**src/design/ccs_consts.svh**
```systemverilog
// Register offsets, field positions, reset values and counts of the
// core clock select block. Included by the design and the testbench.
`ifndef CCS_CONSTS_SVH
`define CCS_CONSTS_SVH

// Byte offsets on the register bus
`define CCS_OFF_SYSCFG 8'h00
`define CCS_OFF_STATUS 8'h04
`define CCS_OFF_MASK 8'h08
`define CCS_OFF_INFO 8'h0C

// Field positions
`define CCS_BIT_MON_DIS 4
`define CCS_BIT_FAIL 0
`define CCS_BIT_SWITCHED 8

// Reset values
`define CCS_RST_SYSCFG 32'h0000_0000
`define CCS_RST_MASK 1'b0

// Strap codes that bypass the multiplier loop
`define CCS_STRAP_PRESC 3'h1
`define CCS_STRAP_DIRECT 3'h3

// Free-running loop cycles without an input transition before failure
`define CCS_MON_LIMIT 16
// Default half period of the free-running loop in system clock cycles
`define CCS_FREE_HALF_DEF 4

`endif

```
**src/design/ccs_pkg.sv**
```systemverilog
// Types of the core clock select block.
// Assumes ccs_consts.svh is on the include path.
package ccs_pkg;
    typedef enum logic [1:0] {
        MODE_PLL,
        MODE_PRESC,
        MODE_DIRECT
    } ccs_mode_t;
endpackage

```
**src/design/ccs_core_clock_select.sv**
```systemverilog
// Core clock source selection from reset straps, with oscillator monitor.
// Assumes one system clock, synchronous inputs and a single AHB-Lite master.
//
// Chosen here: the placing of the registers and register access over AHB-Lite.
`timescale 1ns/10ps
`default_nettype none
`include "ccs_consts.svh"

module ccs_core_clock_select
    import ccs_pkg::*;
#(
    parameter int CW = 16,                          // Loop phase counter width
    parameter int FREE_HALF = `CCS_FREE_HALF_DEF    // Free loop half period
) (
    input wire logic clk_sys_i,                     // System clock
    input wire logic reset_i,                       // Synchronous reset
    input wire logic clock_input_pin_i,             // External clock level
    input wire logic [2:0] clock_strap_bits_i,      // Strap levels
    input wire logic hsel_i,                        // AHB select
    input wire logic [31:0] haddr_i,                // AHB address
    input wire logic [1:0] htrans_i,                // AHB transfer type
    input wire logic hwrite_i,                      // AHB write
    input wire logic [2:0] hsize_i,                 // AHB size
    input wire logic [31:0] hwdata_i,               // AHB write data
    input wire logic hready_i,                      // AHB ready in
    output logic hreadyout_o,                       // AHB ready out
    output logic hresp_o,                           // AHB response
    output logic [31:0] hrdata_o,                   // AHB read data
    output logic core_clk_o,                        // Core clock
    output logic loop_enable_o,                     // Loop powered
    output logic clock_fail_irq_request_o,          // Sticky failure flag
    output logic irq_o                              // Masked interrupt
);
    if (CW < 8 || CW > 30) begin
        $error("CW out of range");
    end
    if (FREE_HALF < 1 || FREE_HALF > 255) begin
        $error("FREE_HALF out of range");
    end

    localparam int SWITCH_MAX = 4 * FREE_HALF + 4;
    localparam logic [31:0] RST_SYSCFG = `CCS_RST_SYSCFG;

    function automatic ccs_mode_t ccs_mode(input logic [2:0] code);
        return (code == `CCS_STRAP_PRESC) ? MODE_PRESC
            : ((code == `CCS_STRAP_DIRECT) ? MODE_DIRECT : MODE_PLL);
    endfunction

    // Factor numerator and denominator
    function automatic logic [2:0] ccs_num(input logic [2:0] code);
        unique case (code)
            3'h7: return 3'h4;
            3'h6: return 3'h3;
            3'h5: return 3'h2;
            3'h4: return 3'h5;
            3'h2: return 3'h3;
            3'h0: return 3'h5;
            default: return 3'h1;
        endcase
    endfunction

    function automatic logic [2:0] ccs_den(input logic [2:0] code);
        return (code == 3'h2 || code == 3'h0) ? 3'h2 : 3'h1;
    endfunction

    logic [2:0] strap_q;
    ccs_mode_t mode;
    logic pin_q, trans, disable_q, mask_q, stat_q, fail_q, sel_free_q, core_clk_q;
    logic free_clk_q, free_on, free_rise, mon_active, fail_evt, presc_clk_q, pll_clk_q;
    logic resync, src_clk, addr_ok, rd_stat, wr_pend_q;
    logic [7:0] free_div_q;
    logic [7:0] wr_addr_q;
    logic [3:0] mon_cnt_q;
    logic [2:0] tcnt_q;
    logic [CW-1:0] win_q, win_len_q, acc_q, step;
    logic [CW:0] acc_sum;

    always_ff @(posedge clk_sys_i) begin
        if (reset_i) begin
            strap_q <= clock_strap_bits_i;
        end
    end

    assign mode = ccs_mode(strap_q);

    // No reset value, so a pin idling high gives no false edge after reset
    always_ff @(posedge clk_sys_i) begin
        pin_q <= clock_input_pin_i;
    end

    assign trans = clock_input_pin_i ^ pin_q;

    // Multiplier loop: 2*num half periods spread over 2*den input transitions
    assign step = CW'({ccs_num(strap_q), 1'b0});
    assign acc_sum = {1'b0, acc_q} + {1'b0, step};
    assign resync = trans && (tcnt_q == 3'(2 * ccs_den(strap_q) - 1));

    always_ff @(posedge clk_sys_i) begin
        if (reset_i || mode != MODE_PLL) begin
            tcnt_q <= 3'h0;
            win_q <= '0;
            win_len_q <= '1;
            acc_q <= '0;
            pll_clk_q <= 1'b0;
        end else if (resync) begin
            tcnt_q <= 3'h0;
            win_len_q <= win_q + CW'(1);
            win_q <= '0;
            acc_q <= '0;
            pll_clk_q <= 1'b1;
        end else begin
            if (trans) begin
                tcnt_q <= tcnt_q + 3'h1;
            end
            if (win_q != '1) begin
                win_q <= win_q + CW'(1);
            end
            if (acc_sum >= {1'b0, win_len_q}) begin
                acc_q <= CW'(acc_sum - {1'b0, win_len_q});
                pll_clk_q <= ~pll_clk_q;
            end else begin
                acc_q <= acc_sum[CW-1:0];
            end
        end
    end

    // Prescaler toggles on each rising input edge
    always_ff @(posedge clk_sys_i) begin
        if (reset_i) begin
            presc_clk_q <= 1'b0;
        end else if (clock_input_pin_i && !pin_q) begin
            presc_clk_q <= ~presc_clk_q;
        end
    end

    always_comb begin
        unique case (mode)
            MODE_PRESC: src_clk = presc_clk_q;
            MODE_DIRECT: src_clk = pin_q;
            MODE_PLL: src_clk = pll_clk_q;
            default: src_clk = 1'b0;
        endcase
    end

    // Free-running loop, powered while the monitor is on or after a switch
    assign mon_active = (mode != MODE_PLL) && !disable_q;
    assign free_on = mon_active || sel_free_q;
    assign free_rise = free_on && !free_clk_q && (free_div_q == 8'(FREE_HALF - 1));

    always_ff @(posedge clk_sys_i) begin
        if (reset_i || !free_on) begin
            free_div_q <= 8'h00;
            free_clk_q <= 1'b0;
        end else if (free_div_q == 8'(FREE_HALF - 1)) begin
            free_div_q <= 8'h00;
            free_clk_q <= ~free_clk_q;
        end else begin
            free_div_q <= free_div_q + 8'h01;
        end
    end

    always_ff @(posedge clk_sys_i) begin
        if (reset_i || !mon_active || trans) begin
            mon_cnt_q <= 4'h0;
        end else if (free_rise && mon_cnt_q != 4'hF) begin
            mon_cnt_q <= mon_cnt_q + 4'h1;
        end
    end

    assign fail_evt = mon_active && free_rise && !trans && !fail_q
        && (mon_cnt_q == 4'(`CCS_MON_LIMIT - 1));

    always_ff @(posedge clk_sys_i) begin
        if (reset_i) begin
            fail_q <= 1'b0;
        end else if (fail_evt) begin
            fail_q <= 1'b1;
        end
    end

    // Hand over as a free low phase starts; the dead source may be stuck high
    always_ff @(posedge clk_sys_i) begin
        if (reset_i) begin
            sel_free_q <= 1'b0;
        end else if (fail_q && !free_clk_q && free_div_q == 8'h00) begin
            sel_free_q <= 1'b1;
        end
    end

    always_ff @(posedge clk_sys_i) begin
        if (reset_i) begin
            core_clk_q <= 1'b0;
        end else begin
            core_clk_q <= sel_free_q ? free_clk_q : src_clk;
        end
    end

    // AHB-Lite slave, zero wait states
    assign addr_ok = hsel_i && htrans_i[1] && hready_i;
    assign rd_stat = addr_ok && !hwrite_i && (haddr_i[7:0] == `CCS_OFF_STATUS)
        && (haddr_i[31:8] == 24'h00_0000);

    always_ff @(posedge clk_sys_i) begin
        if (reset_i) begin
            wr_pend_q <= 1'b0;
            wr_addr_q <= 8'h00;
        end else begin
            wr_pend_q <= addr_ok && hwrite_i && (haddr_i[31:8] == 24'h00_0000);
            wr_addr_q <= haddr_i[7:0];
        end
    end

    always_ff @(posedge clk_sys_i) begin
        if (reset_i) begin
            disable_q <= RST_SYSCFG[`CCS_BIT_MON_DIS];
        end else if (wr_pend_q && wr_addr_q == `CCS_OFF_SYSCFG) begin
            disable_q <= hwdata_i[`CCS_BIT_MON_DIS];
        end
    end

    always_ff @(posedge clk_sys_i) begin
        if (reset_i) begin
            mask_q <= `CCS_RST_MASK;
        end else if (wr_pend_q && wr_addr_q == `CCS_OFF_MASK) begin
            mask_q <= hwdata_i[`CCS_BIT_FAIL];
        end
    end

    // Set wins over the read clear
    always_ff @(posedge clk_sys_i) begin
        if (reset_i) begin
            stat_q <= 1'b0;
        end else if (fail_evt) begin
            stat_q <= 1'b1;
        end else if (rd_stat) begin
            stat_q <= 1'b0;
        end
    end

    always_ff @(posedge clk_sys_i) begin
        if (reset_i) begin
            hrdata_o <= 32'h0000_0000;
        end else if (addr_ok && !hwrite_i && haddr_i[31:8] == 24'h00_0000) begin
            hrdata_o <= 32'h0000_0000;
            unique case (haddr_i[7:0])
                `CCS_OFF_SYSCFG: hrdata_o[`CCS_BIT_MON_DIS] <= disable_q;
                `CCS_OFF_STATUS: hrdata_o[`CCS_BIT_FAIL] <= stat_q;
                `CCS_OFF_MASK: hrdata_o[`CCS_BIT_FAIL] <= mask_q;
                `CCS_OFF_INFO: begin
                    hrdata_o[2:0] <= strap_q;
                    hrdata_o[`CCS_BIT_SWITCHED] <= sel_free_q;
                end
                default: hrdata_o <= 32'h0000_0000;
            endcase
        end else begin
            hrdata_o <= 32'h0000_0000;
        end
    end

    assign hreadyout_o = 1'b1;
    assign hresp_o = 1'b0;
    assign core_clk_o = core_clk_q;
    assign loop_enable_o = (mode == MODE_PLL) || free_on;
    assign clock_fail_irq_request_o = stat_q;
    assign irq_o = stat_q && mask_q;

    property p_strap_hold;
        @(posedge clk_sys_i) disable iff (reset_i)
        !$past(reset_i) |-> $stable(strap_q);
    endproperty
    a_strap_hold: assert property (p_strap_hold) else $error("strap changed");

    property p_presc_toggle;
        @(posedge clk_sys_i) disable iff (reset_i)
        (mode == MODE_PRESC && clock_input_pin_i && !pin_q)
            |=> (presc_clk_q != $past(presc_clk_q));
    endproperty
    a_presc_toggle: assert property (p_presc_toggle) else $error("no toggle");

    property p_direct_follow;
        @(posedge clk_sys_i) disable iff (reset_i)
        (mode == MODE_DIRECT && !sel_free_q) |=> (core_clk_q == $past(pin_q));
    endproperty
    a_direct_follow: assert property (p_direct_follow) else $error("direct off");

    property p_resync;
        @(posedge clk_sys_i) disable iff (reset_i)
        (mode == MODE_PLL && resync) |=> (pll_clk_q && acc_q == '0);
    endproperty
    a_resync: assert property (p_resync) else $error("no resync");

    property p_mon_idle;
        @(posedge clk_sys_i) disable iff (reset_i)
        (mode == MODE_PLL) |-> (mon_cnt_q == 4'h0 && !fail_q);
    endproperty
    a_mon_idle: assert property (p_mon_idle) else $error("monitor in loop mode");

    property p_dis_reset;
        @(posedge clk_sys_i) disable iff (reset_i)
        $fell(reset_i) |-> !disable_q;
    endproperty
    a_dis_reset: assert property (p_dis_reset) else $error("disable set");

    property p_mon_count;
        @(posedge clk_sys_i) disable iff (reset_i)
        (mon_active && free_rise && !trans && mon_cnt_q != 4'hF)
            |=> (mon_cnt_q == $past(mon_cnt_q) + 4'h1);
    endproperty
    a_mon_count: assert property (p_mon_count) else $error("no count");

    property p_mon_clear;
        @(posedge clk_sys_i) disable iff (reset_i)
        trans |=> (mon_cnt_q == 4'h0);
    endproperty
    a_mon_clear: assert property (p_mon_clear) else $error("no clear");

    property p_fail_limit;
        @(posedge clk_sys_i) disable iff (reset_i)
        $rose(fail_q) |-> ($past(mon_cnt_q) == 4'hF && !$past(trans));
    endproperty
    a_fail_limit: assert property (p_fail_limit) else $error("early fail");

    property p_switch;
        @(posedge clk_sys_i) disable iff (reset_i)
        $rose(fail_q) |-> ##[1:SWITCH_MAX] sel_free_q;
    endproperty
    a_switch: assert property (p_switch) else $error("no switch");

    property p_stay;
        @(posedge clk_sys_i) disable iff (reset_i)
        sel_free_q |=> (sel_free_q && core_clk_q == $past(free_clk_q));
    endproperty
    a_stay: assert property (p_stay) else $error("left free source");

    property p_loop_off;
        @(posedge clk_sys_i) disable iff (reset_i)
        (disable_q && !sel_free_q && mode != MODE_PLL) |-> !loop_enable_o;
    endproperty
    a_loop_off: assert property (p_loop_off) else $error("loop on");

    property p_flag_set;
        @(posedge clk_sys_i) disable iff (reset_i)
        fail_evt |=> clock_fail_irq_request_o;
    endproperty
    a_flag_set: assert property (p_flag_set) else $error("flag lost");
endmodule
`default_nettype wire

```
**config.mk**
```make
export PLATFORM = sky130hd
export DESIGN_NAME = ccs_core_clock_select
export DESIGN_NICKNAME = d
export VERILOG_FILES = /design/src/design/ccs_pkg.sv /design/src/design/ccs_core_clock_select.sv
export VERILOG_INCLUDE_DIRS = /design/src /design/src/design
export SDC_FILE = /design/constraint.sdc
export NUM_CORES = 1
export LEC_CHECK = 0
export BUFFER_PORTS_ARGS = -buffer_cell sky130_fd_sc_hd__buf_2
export CORE_MARGIN = 1
export CORE_UTILIZATION = 35
export CTS_CLUSTER_DIAMETER = 80
export DETAILED_ROUTE_END_ITERATION = 16
export PLACE_DENSITY = 0.65
export SLEW_MARGIN = 20
export SYNTH_ARGS = -nofsm -noshare
export SYNTH_HDL_FRONTEND = slang
export SYNTH_SLANG_ARGS = --single-unit
export TNS_END_PERCENT = 10
```
**constraint.sdc**
```tcl
create_clock -name clk_sys_i -period 3.6 [get_ports clk_sys_i]
set_clock_uncertainty 0.05 [all_clocks]
set_input_delay 1.08 -clock clk_sys_i [delete_from_list [all_inputs] [get_ports clk_sys_i]]
set_output_delay 1.08 -clock clk_sys_i [all_outputs]
set_load 0.05 [all_outputs]
```
After elaboration in Yosys (flattened, before gate mapping). Cells that the tools add are included.

Flip-flop bits (word level): 117. Latch bits: 0. RAM bits: 0. Bits in read-only memories: 0. Bits of input ports: 78. Output and inout port bits: 38. Logic and storage cells: 122. Memories: 0.

Add/subtract/negate cells: 7. Multipliers: 0. Div/mod/pow operators: 0. $lt $le $gt $ge: 1. Equality and inequality tests: 18. Shift operators: 0. Mux-type cells: 12. Bitwise operators: 7. Reduce and logical (&&, ||, !) cells: 54.

Operator list (number): $eq 8x4->1 const B (3); $logic_not 24->1 (1); $logic_not 8->1 (3); $logic_and 1x1->1 (23); $add 16x4->17 (1); $ge 17x16->1 (1); $add 16x1->16 const B (1); $mux 16 (1); $ne 16x16->1 const B (1); $sub 16x16->16 (1); $eq 3x3->1 const B (4); $pmux 3 s4 (1); $reduce_or 2->1 (5); $add 8x1->8 const B (1); $eq 8x2->1 const B (1); $eq 8x3->1 const B (1); $logic_not 1->1 (8); $logic_or 1x1->1 (7); $eq 3x2->1 const B (2); $mux 2 (3); $not 1->1 (6); $pmux 1 s3 (2); $reduce_bool 2->1 (3); $reduce_or 3->1 (2); 13 further kinds (17).

Longest topological paths before layout. Gate-level depths: netlist of the first run.

Depth in word-level cells: 13. Mapped depth: 20. Depth with buffers taken out: 18.

Worst setup path after synthesis of the first run. Ideal clock, no wire load.

Kind: reg2reg. Start point: register strap_q[1]. End point: register acc_q[15]. Library setup time: 0.130 ns. Data arrival time: 3.322 ns. Required time: 3.420 ns. Slack: 0.098 ns. Stages on the path, launching flop included: 18. Buffers on the path: 1. Clock period less this slack: 3.502 ns. Cell sequence: edfxtp_1 > inv_1 > nand3_1 > o21a_1 > fa_1 > nor2b_1 > o211a_1 > nand2_1 > xnor2_1 > ha_1 > nand2_1 > o21ai_1 > o2111ai_1 > a31oi_1 > nor2_1 > buf_6 > a2111oi_0 > nor3_1.

Cells in the longest elaborated chain, start to end: 7.

RTL lines: from (decl) (RTL line ccs_core_clock_select.sv:66) `logic [2:0] strap_q;`; from (signal assigned) (RTL line ccs_core_clock_select.sv:80) `strap_q <= clock_strap_bits_i;`; branches (longest 7 deep; another with $add 16x4->17); to (signal assigned) (RTL line ccs_core_clock_select.sv:119) `acc_q <= CW'(acc_sum - {1'b0, win_len_q});`; to (signal assigned) (RTL line ccs_core_clock_select.sv:122) `acc_q <= acc_sum[CW-1:0];`; to (decl) (RTL line ccs_core_clock_select.sv:75) `logic [CW-1:0] win_q, win_len_q, acc_q, step;`.

Several ways; the timed one is not identified. A chain may end at the register's enable or synchronous reset.

Final worst setup path of the first run.
Start point: register strap_q[0]. End point: register acc_q[11].

Same word-level chain as after synthesis.

==> key figures, run 1 <==
Power and ir drop
  • Sw Share: 28.75%
  • Pwr dens: 385.3 nW/um^2
  • Maximum VDD drop: 0.2392 mV
  • Internal power: 0.001733 W
  • Sequential share of power: 43.5%
  • Gate power share: 18.6%
  • Leak: 2.965 nW
  • Clock network power share: 37.9%
  • Sw power: 0.0006995 W

Synth
  • Post-synthesis sequential area ratio: 37.12%
  • Synthesized flop and latch total: 90
  • Top-count cell post-synth: dfxtp_1
  • Synthesized instance count: 579
  • Post-synth top area share: 35.29%
  • Post-synth ARST share: 0%
  • Ranking of synthesized cells by area: dfxtp_1 (35%), ha_1 (6.3%), xor2_1 (5.1%)
  • Cell variety after synth: 57
  • Post-synth top cells: dfxtp_1 (87), nor2_1 (65), nand2_1 (43)
  • Mapped Area: 4935 um^2
  • Synth Flop Type: dfxtp_1
  • Post-synth top area cell: dfxtp_1
  • Synth Area per Inst: 8.523 um^2
  • Syn. warnings: 0
  • Post-synth EDFFs: 3

Floorplanning
  • Io pins: 116
  • Die area: 14580 um^2
  • Die Y: 120.7 um
  • Core box area: 13830 um^2
  • Initial Util: 35.69%
  • Die width: 120.7 um
  • # rows: 43

Hold path
  • Hold Path Class: register to register
  • Hold Path Depth: 2
  • WHS Endpoint: fail_q
  • Min-delay src: fail_q

Finish
  • Nets: 795
  • N_diodes: 0
  • Final Util: 45.66%
  • Area Growth Syn to Fin: 27.94%
  • Layout cells sized above 1: 26.47%
  • Final std cells w/o fill: 875

Drt
  • Routed wl met2: 5.494 mm
  • Via count: 4241
  • Routed WL: 11.13 mm
  • M1 WL: 5.040 mm
  • Max Used Layer: met4
  • DRC viols: 0
  • Drt first pass iters: 5
  • Avg WL per Cell: 12.72 um
  • Routed vias/inst: 4.847
  • Antenna viol nets, final: 0
  • Iteration-0 DRC Markers: 234
  • WL met3: 249 um

Timing
  • Final Critical Period: 3782 ps
  • RSZ-0062 raised after global routing: yes
  • Worst-Margin Slew: 591.2 ps
  • Slew Limit Fails: 0
  • Slew margin rel.: 60.48%
  • Final period utilization: 105.0%
  • Post-route setup slack: -181.6 ps
  • Max Freq: 264.4 MHz
  • Setup-failing EPs final: 17
  • Fin. Hold Viols: 0
  • Final hold slack: 419.2 ps

Worst setup path
  • Crit. End Element: register
  • Cell depth of the worst flop-to-flop path: 18
  • R2R Path Start: strap_q[0]
  • Crit path launch type: register
  • CP Class: register to register
  • Crit path DAT: 4010 ps
  • R2R setup slack: -180 ps
  • Worst reg2reg path endpoint: acc_q[11]
  • Worst Setup SP: strap_q[0]
  • Maximum fanout along the worst path: 6
  • Worst path required time: 3820 ps

Clock network
  • CTS tree: yes
  • H-tree depth: 3
  • Clock-pin slew on the worst setup and hold paths: 70 ps
  • Max Buffers Root-to-Sink: 2
  • CTS root buffer: clkbuf_16
  • Clock Latency Late Sink: 340 ps
  • Clock buffer count from CTS: 9
  • CTS sink cnt: 90
  • Hold_buf cts: 0

Placed design
  • Placed insts: 849
  • RD Place Congestion: 0.8895
  • PortBufs: 52
  • Final HPWL DP: 8.281 mm

Flow run
  • Max-cap violation count: 0

Global route
  • Largest net degree at the start of global routing: 34
  • First-pass GRT wire length: 18.24 mm
  • GRT Overall Usage: 15.40%
  • Vias in the first global route: 4133
  • Initial antenna violation count: 0
  • Grt ovf: 0

Run status
  • Status: finished, violations left
  • Failing checks: setup timing
[kinds of logic after synthesis]
| group | Yosys count | synth area share [%] |
|---|---|---|
| multiplexers | 17 | 3.448 |
| AO/OA/AOI/OAI | 95 | 12.65 |
| XOR/XNOR | 52 | 9.229 |
| buffers and inverters | 82 | 8.697 |
| other | 2 | 0.1522 |
| flip-flops | 90 | 37.12 |
| adder cells (fa/ha/maj) | 27 | 7.150 |
| AND/OR/NAND/NOR | 214 | 21.55 |
[worst max path at each step]
| stage | to | slack, ps | depth (start not counted) |
|---|---|---|---|
| floorplan | acc_q[15] | 100 | 17 |
| global placement | acc_q[15] | -210 | 18 |
| detailed placement | acc_q[11] | -280 | 17 |
| CTS | acc_q[11] | -160 | 17 |
| global route | acc_q[11] | -360 | 18 |
| finish | acc_q[11] | -180 | 18 |
[power by group through the flow]
stage	Sequential [W]	Clock (W)	Combinational, W
after floorplan	0.00108	0	0.000307
after global placement	0.00108	0	0.000403
final	0.00106	0.000921	0.000453
after CTS	0.00106	0.000942	0.000423
after detailed placement	0.00108	0	0.000412
after global routing	0.00106	0.000987	0.000500
[registers in the layout (all words and copies together), names as in the netlist]
register and count:
wr_addr_q 8, tcnt_q 3, hrdata_o 5, clock_fail_irq_request_o 1, mask_q 1, sel_free_q 1, acc_q 16, strap_q 3
presc_clk_q 1, disable_q 1, mon_cnt_q 4, free_div_q 8, free_clk_q 1, win_len_q 16, fail_q 1, pin_q 1
core_clk_o 1, wr_pend_q 1, pll_clk_q 1, win_q 16
[cells in the final DEF, fill, tap and decap left out, types with 3 or more instances in the layout]
cell type and instances:
a21oi_1 27, o21bai_1 3, a21o_1 4, nand2_1 40, o21ai_0 9, nor2_1 62
nor4_1 8, o211ai_1 15, and2_1 4, a211oi_1 6, ha_1 21, nor3_1 13
conb_1 29, xnor2_2 4, xor2_1 28, a21oi_2 6, nor4b_1 3, ha_4 3
nand4_1 13, nand2_2 3, dfxtp_1 87, inv_1 34, nor2_2 3, mux2i_1 17
and3_1 9, buf_2 52, clkbuf_16 9, nand3_1 22, edfxtp_1 3, buf_4 65
clkinv_4 3, xnor2_1 19, nor3_2 3, nor2b_1 10
[metrics by stage]
stage	setup TNS (ps)	instance area, um^2	power (W)	worst slack, ps
final	-1559	6314	0.002433	-181.6
after global placement	-1939	5684	0.001481	-212.0
after global routing	-5064	6314	0.002550	-364.5
after CTS	-1264	6091	0.002423	-161.0
after detailed placement	-2500	5684	0.001492	-277.9
after floorplan	0	5036	0.001385	97.56
[routing by layer]
layer  up-vias  GRT usage [%]
li1       2171              -
met1      1961          18.79
met2        83          26.44
met3        26          1.934
met4         0          8.025
met5         -              0
[critical path: stages, from the launching register on]
cell and delay (ps):
edfxtp_1 450, nand2_1 100, ha_2 190, inv_2 40
fa_2 410, nor2b_4 120, o211a_1 200, buf_6 130
nand2_4 60, xnor2_2 160, ha_1 350, nand4_1 150
nor4_4 330, a211oi_2 60, o31ai_2 80, nor2_1 100
buf_4 180, or3b_4 390, a21oi_2 140
[repair_timing]
action                                  in CTS  in global routing
gates resized for setup                     18                 32
endpoints found under the setup margin      17                 17
pin swaps                                   13                 26
buffers inserted                             4                  8
[area by class of cell]
cell class	instances	area, um^2
Clock buffer	11	252.7
Clock inverter	5	46.29
Fill cell	1277	7513
Inverter	35	131.4
Multi-Input combinational cell	434	3027
Sequential cell	90	1832
Tap cell	180	225.2
Timing Repair Buffer	120	799.5
Power figures use the tool's default switching activity.
==> run 2, diff against run 1 <==
CORE_UTILIZATION = 49   (was 35)
PLACE_DENSITY = 0.84   (was 0.65)
==> run 2 against run 1 <==
  * The run still ends with setup timing left
  * Via count grew 10%
  * First-iteration DRC count grew 24%
  * Critical path type unchanged
  * Critical path depth grew 2
  * Global-route usage grew 6.8 points
  * Register-to-register slack lost 320 ps
  * Clock-buffer cell count shrank 1
  * Die area shrank 28%
  * Flip-flop and latch count is the same
  * Cell area grew 1.6%
  * Combinational power grew 11%
  * Highest routed layer unchanged
==> key figures, run 2 (synthesis results as in run 1) <==
Worst setup path
  • R2R setup slack: -510 ps (-320 ps)
  • Worst path required time: 3790 ps (-30 ps)
  • Slowest CP cell: edfxtp_1
  • Cell family with the largest share of critical-path delay: simple AND/OR/NAND/NOR gates
  • Crit. End Element: register
  • CP Class: register to register
  • Crit path launch type: register
  • Crit path DAT: 4300 ps (+290 ps)
  • Crit-path cells: buf_6 > nand3_2 > o21ai_2 > ha_4 > nand3_4 > o21ai_4 > nand2_2 > nor2_2 > xor2_1 > ha_1 > buf_4 > nand4_1 > nor4_2 > a211oi_2 > o31ai_2 > nor2_2 > buf_6 > buf_12 > mux2i_2 > nor2_1
  • Critical path buffers and inverters: 4 (+1)
  • Max incr delay on CP: 510 ps (+60 ps)
  • Maximum fanout along the worst path: 6 (unchanged)

Drt
  • Iteration-0 DRC Markers: 289 (+24%)
  • Routed WL: 13.93 mm (+25%)
  • Antenna viol nets, final: 0 (unchanged)
  • DRC viols: 0 (unchanged)
  • Routed vias/inst: 5.605 (+16%)
  • Via count: 4686 (+10%)
  • Avg WL per Cell: 16.67 um (+31%)
  • Drt first pass iters: 4 (-1)

Global route
  • Grt peak-use layer: met2
  • Largest net degree at the start of global routing: 34 (unchanged)
  • First-pass GRT wire length: 18.31 mm (+0.38%)
  • GRT Overall Usage: 22.22% (+6.8 points)
  • Grt met1 use: 26.27% (+7.5 points)
  • Met3 Resource Use GR: 4.172% (+2.2 points)
  • M2 GR Usage: 39.24% (+13 points)
  • Vias in the first global route: 4066 (-1.6%)
  • Grt ovf: 0 (unchanged)
  • Initial antenna violation count: 0 (unchanged)

Floorplanning
  • Initial Util: 50.49% (+15 points)
  • Die Y: 102.4 um (-15%)
  • # rows: 36 (-16%)
  • Die area: 10480 um^2 (-28%)
  • Core box area: 9774 um^2 (-29%)
  • Io pins: 116 (unchanged)
  • Die width: 102.4 um (-15%)

Clock network
  • CTS root buffer: clkbuf_8
  • CTS tree: yes
  • Max Buffers Root-to-Sink: 2 (unchanged)
  • Clock buffer count from CTS: 9 (unchanged)
  • Hold_buf cts: 0 (unchanged)
  • Clock-pin slew on the worst setup and hold paths: 100 ps (+30 ps)
  • CTS sink cnt: 90 (unchanged)
  • H-tree depth: 3 (unchanged)
  • Clock Latency Late Sink: 380 ps (+40 ps)

Power and ir drop
  • Maximum VDD drop: 0.2173 mV (-9.2%)
  • Leak: 2.987 nW (+0.71%)
  • Pwr dens: 367.5 nW/um^2 (-4.6%)

Finish
  • Commonest non-fill, non-tap cell in the layout: dfxtp_1
  • Final Util: 65.60% (+20 points)
  • N_diodes: 0 (unchanged)
  • Nets: 803 (+1.0%)
  • Layout cells sized above 1: 30.16% (+3.7 points)
  • Top flop regs: acc_q (16), win_len_q (16), win_q (16)
  • Most frequent cells in the layout: dfxtp_1 (87), buf_4 (66), nor2_1 (59)
  • Area Growth Syn to Fin: 29.94%

Timing
  • Post-route setup slack: -505.2 ps (-323.6 ps)
  • Setup-failing EPs final: 17 (unchanged)
  • Slew margin rel.: 59.92% (-0.56 points)
  • TNS Setup: -4932 ps (-3373 ps)
  • RSZ-0062 raised after global routing: yes
  • Fin. Hold Viols: 0 (unchanged)
  • Final period utilization: 114.0% (+9.0 points)
  • Slew Limit Fails: 0 (unchanged)
  • Final Critical Period: 4105 ps (+323.6 ps)
  • Worst-Margin Slew: 599.5 ps (+8.377 ps)
  • Max Freq: 243.6 MHz (-7.9%)

Hold path
  • Hold Path Class: register to register

Run status
  • Failing checks: setup timing
  • Status: finished, violations left

Placed design
  • RD Place Congestion: 0.8872 (-0.26%)
  • Final HPWL DP: 8.480 mm (+2.4%)
  • PortBufs: 52 (unchanged)

Flow run
  • Max-cap violation count: 0 (unchanged)
==> run 2: cell types whose count changed in the layout (fill, tap and decap cells not counted), moves of 4 or more <==
cell,previous run,this run
clkbuf_8,2,9
ha_4,3,7
buf_6,1,6
clkbuf_16,9,1
==> run 2: final cells by class <==
type | count | area (um^2)
inverter | 35 | 131.4
fill | 676 | 3362
timing repair buffer | 128 | 908.4
sequential | 90 | 1832
clock inverter | 6 | 96.34
clock buffer | 10 | 127.6
multi-input combinational | 434 | 3151
tap | 133 | 166.4
==> run 2: per-stage QoR <==
step	cells	hold slack, ps	cell area [um^2]	worst slack, ps	power, W
floorplan	606	389.2	5036	97.56	0.001385
global placement	792	402.5	5563	-256.4	0.001465
detailed placement	792	412.7	5563	-375.1	0.001482
CTS	824	427.1	6065	-143.8	0.002272
global route	836	470.0	6412	-664.3	0.002436
finish	836	438.2	6412	-505.2	0.002357
==> run 2: repair_timing <==
action                                  CTS  global route
endpoints found under the setup margin   17            17
gates cloned                              0             1
pin swaps                                26            34
setup buffers                            16            12
resized for setup                        38            40
==> run 2: final timing paths <==
kind | from | end | cells after the start
max | strap_q[0] | acc_q[8] | 20
max reg2reg | strap_q[0] | acc_q[8] | 20
min | win_len_q[14] | win_len_q[14] | 2
min reg2reg | win_len_q[14] | win_len_q[14] | 2
==> run 2: worst reg2reg max path, delay by kind of cell (launching register included) <==
family | cells | cell delay, ps
AO/OA/AOI/OAI | 4 | 680
buffers and inverters | 4 | 630
adder cells (fa/ha/maj) | 2 | 590
multiplexers | 1 | 380
AND/OR/NAND/NOR | 8 | 910
flip-flops | 1 | 510
XOR/XNOR | 1 | 230
==> run 2: routing by layer <==
layer	up-vias	share of wire, %
li1	2193	-
met5	-	0
met4	0	4.8
met2	221	50
met3	70	5.9
met1	2202	39
==> run 2: power breakdown <==
group / internal [W] / switching (W) / total (W) / leakage [nW]
sequential: 0.00103 / 0.0000295 / 0.00106 / 0.736
clock: 0.000401 / 0.000388 / 0.000790 / 0.109
combinational: 0.000196 / 0.000307 / 0.000502 / 2.14
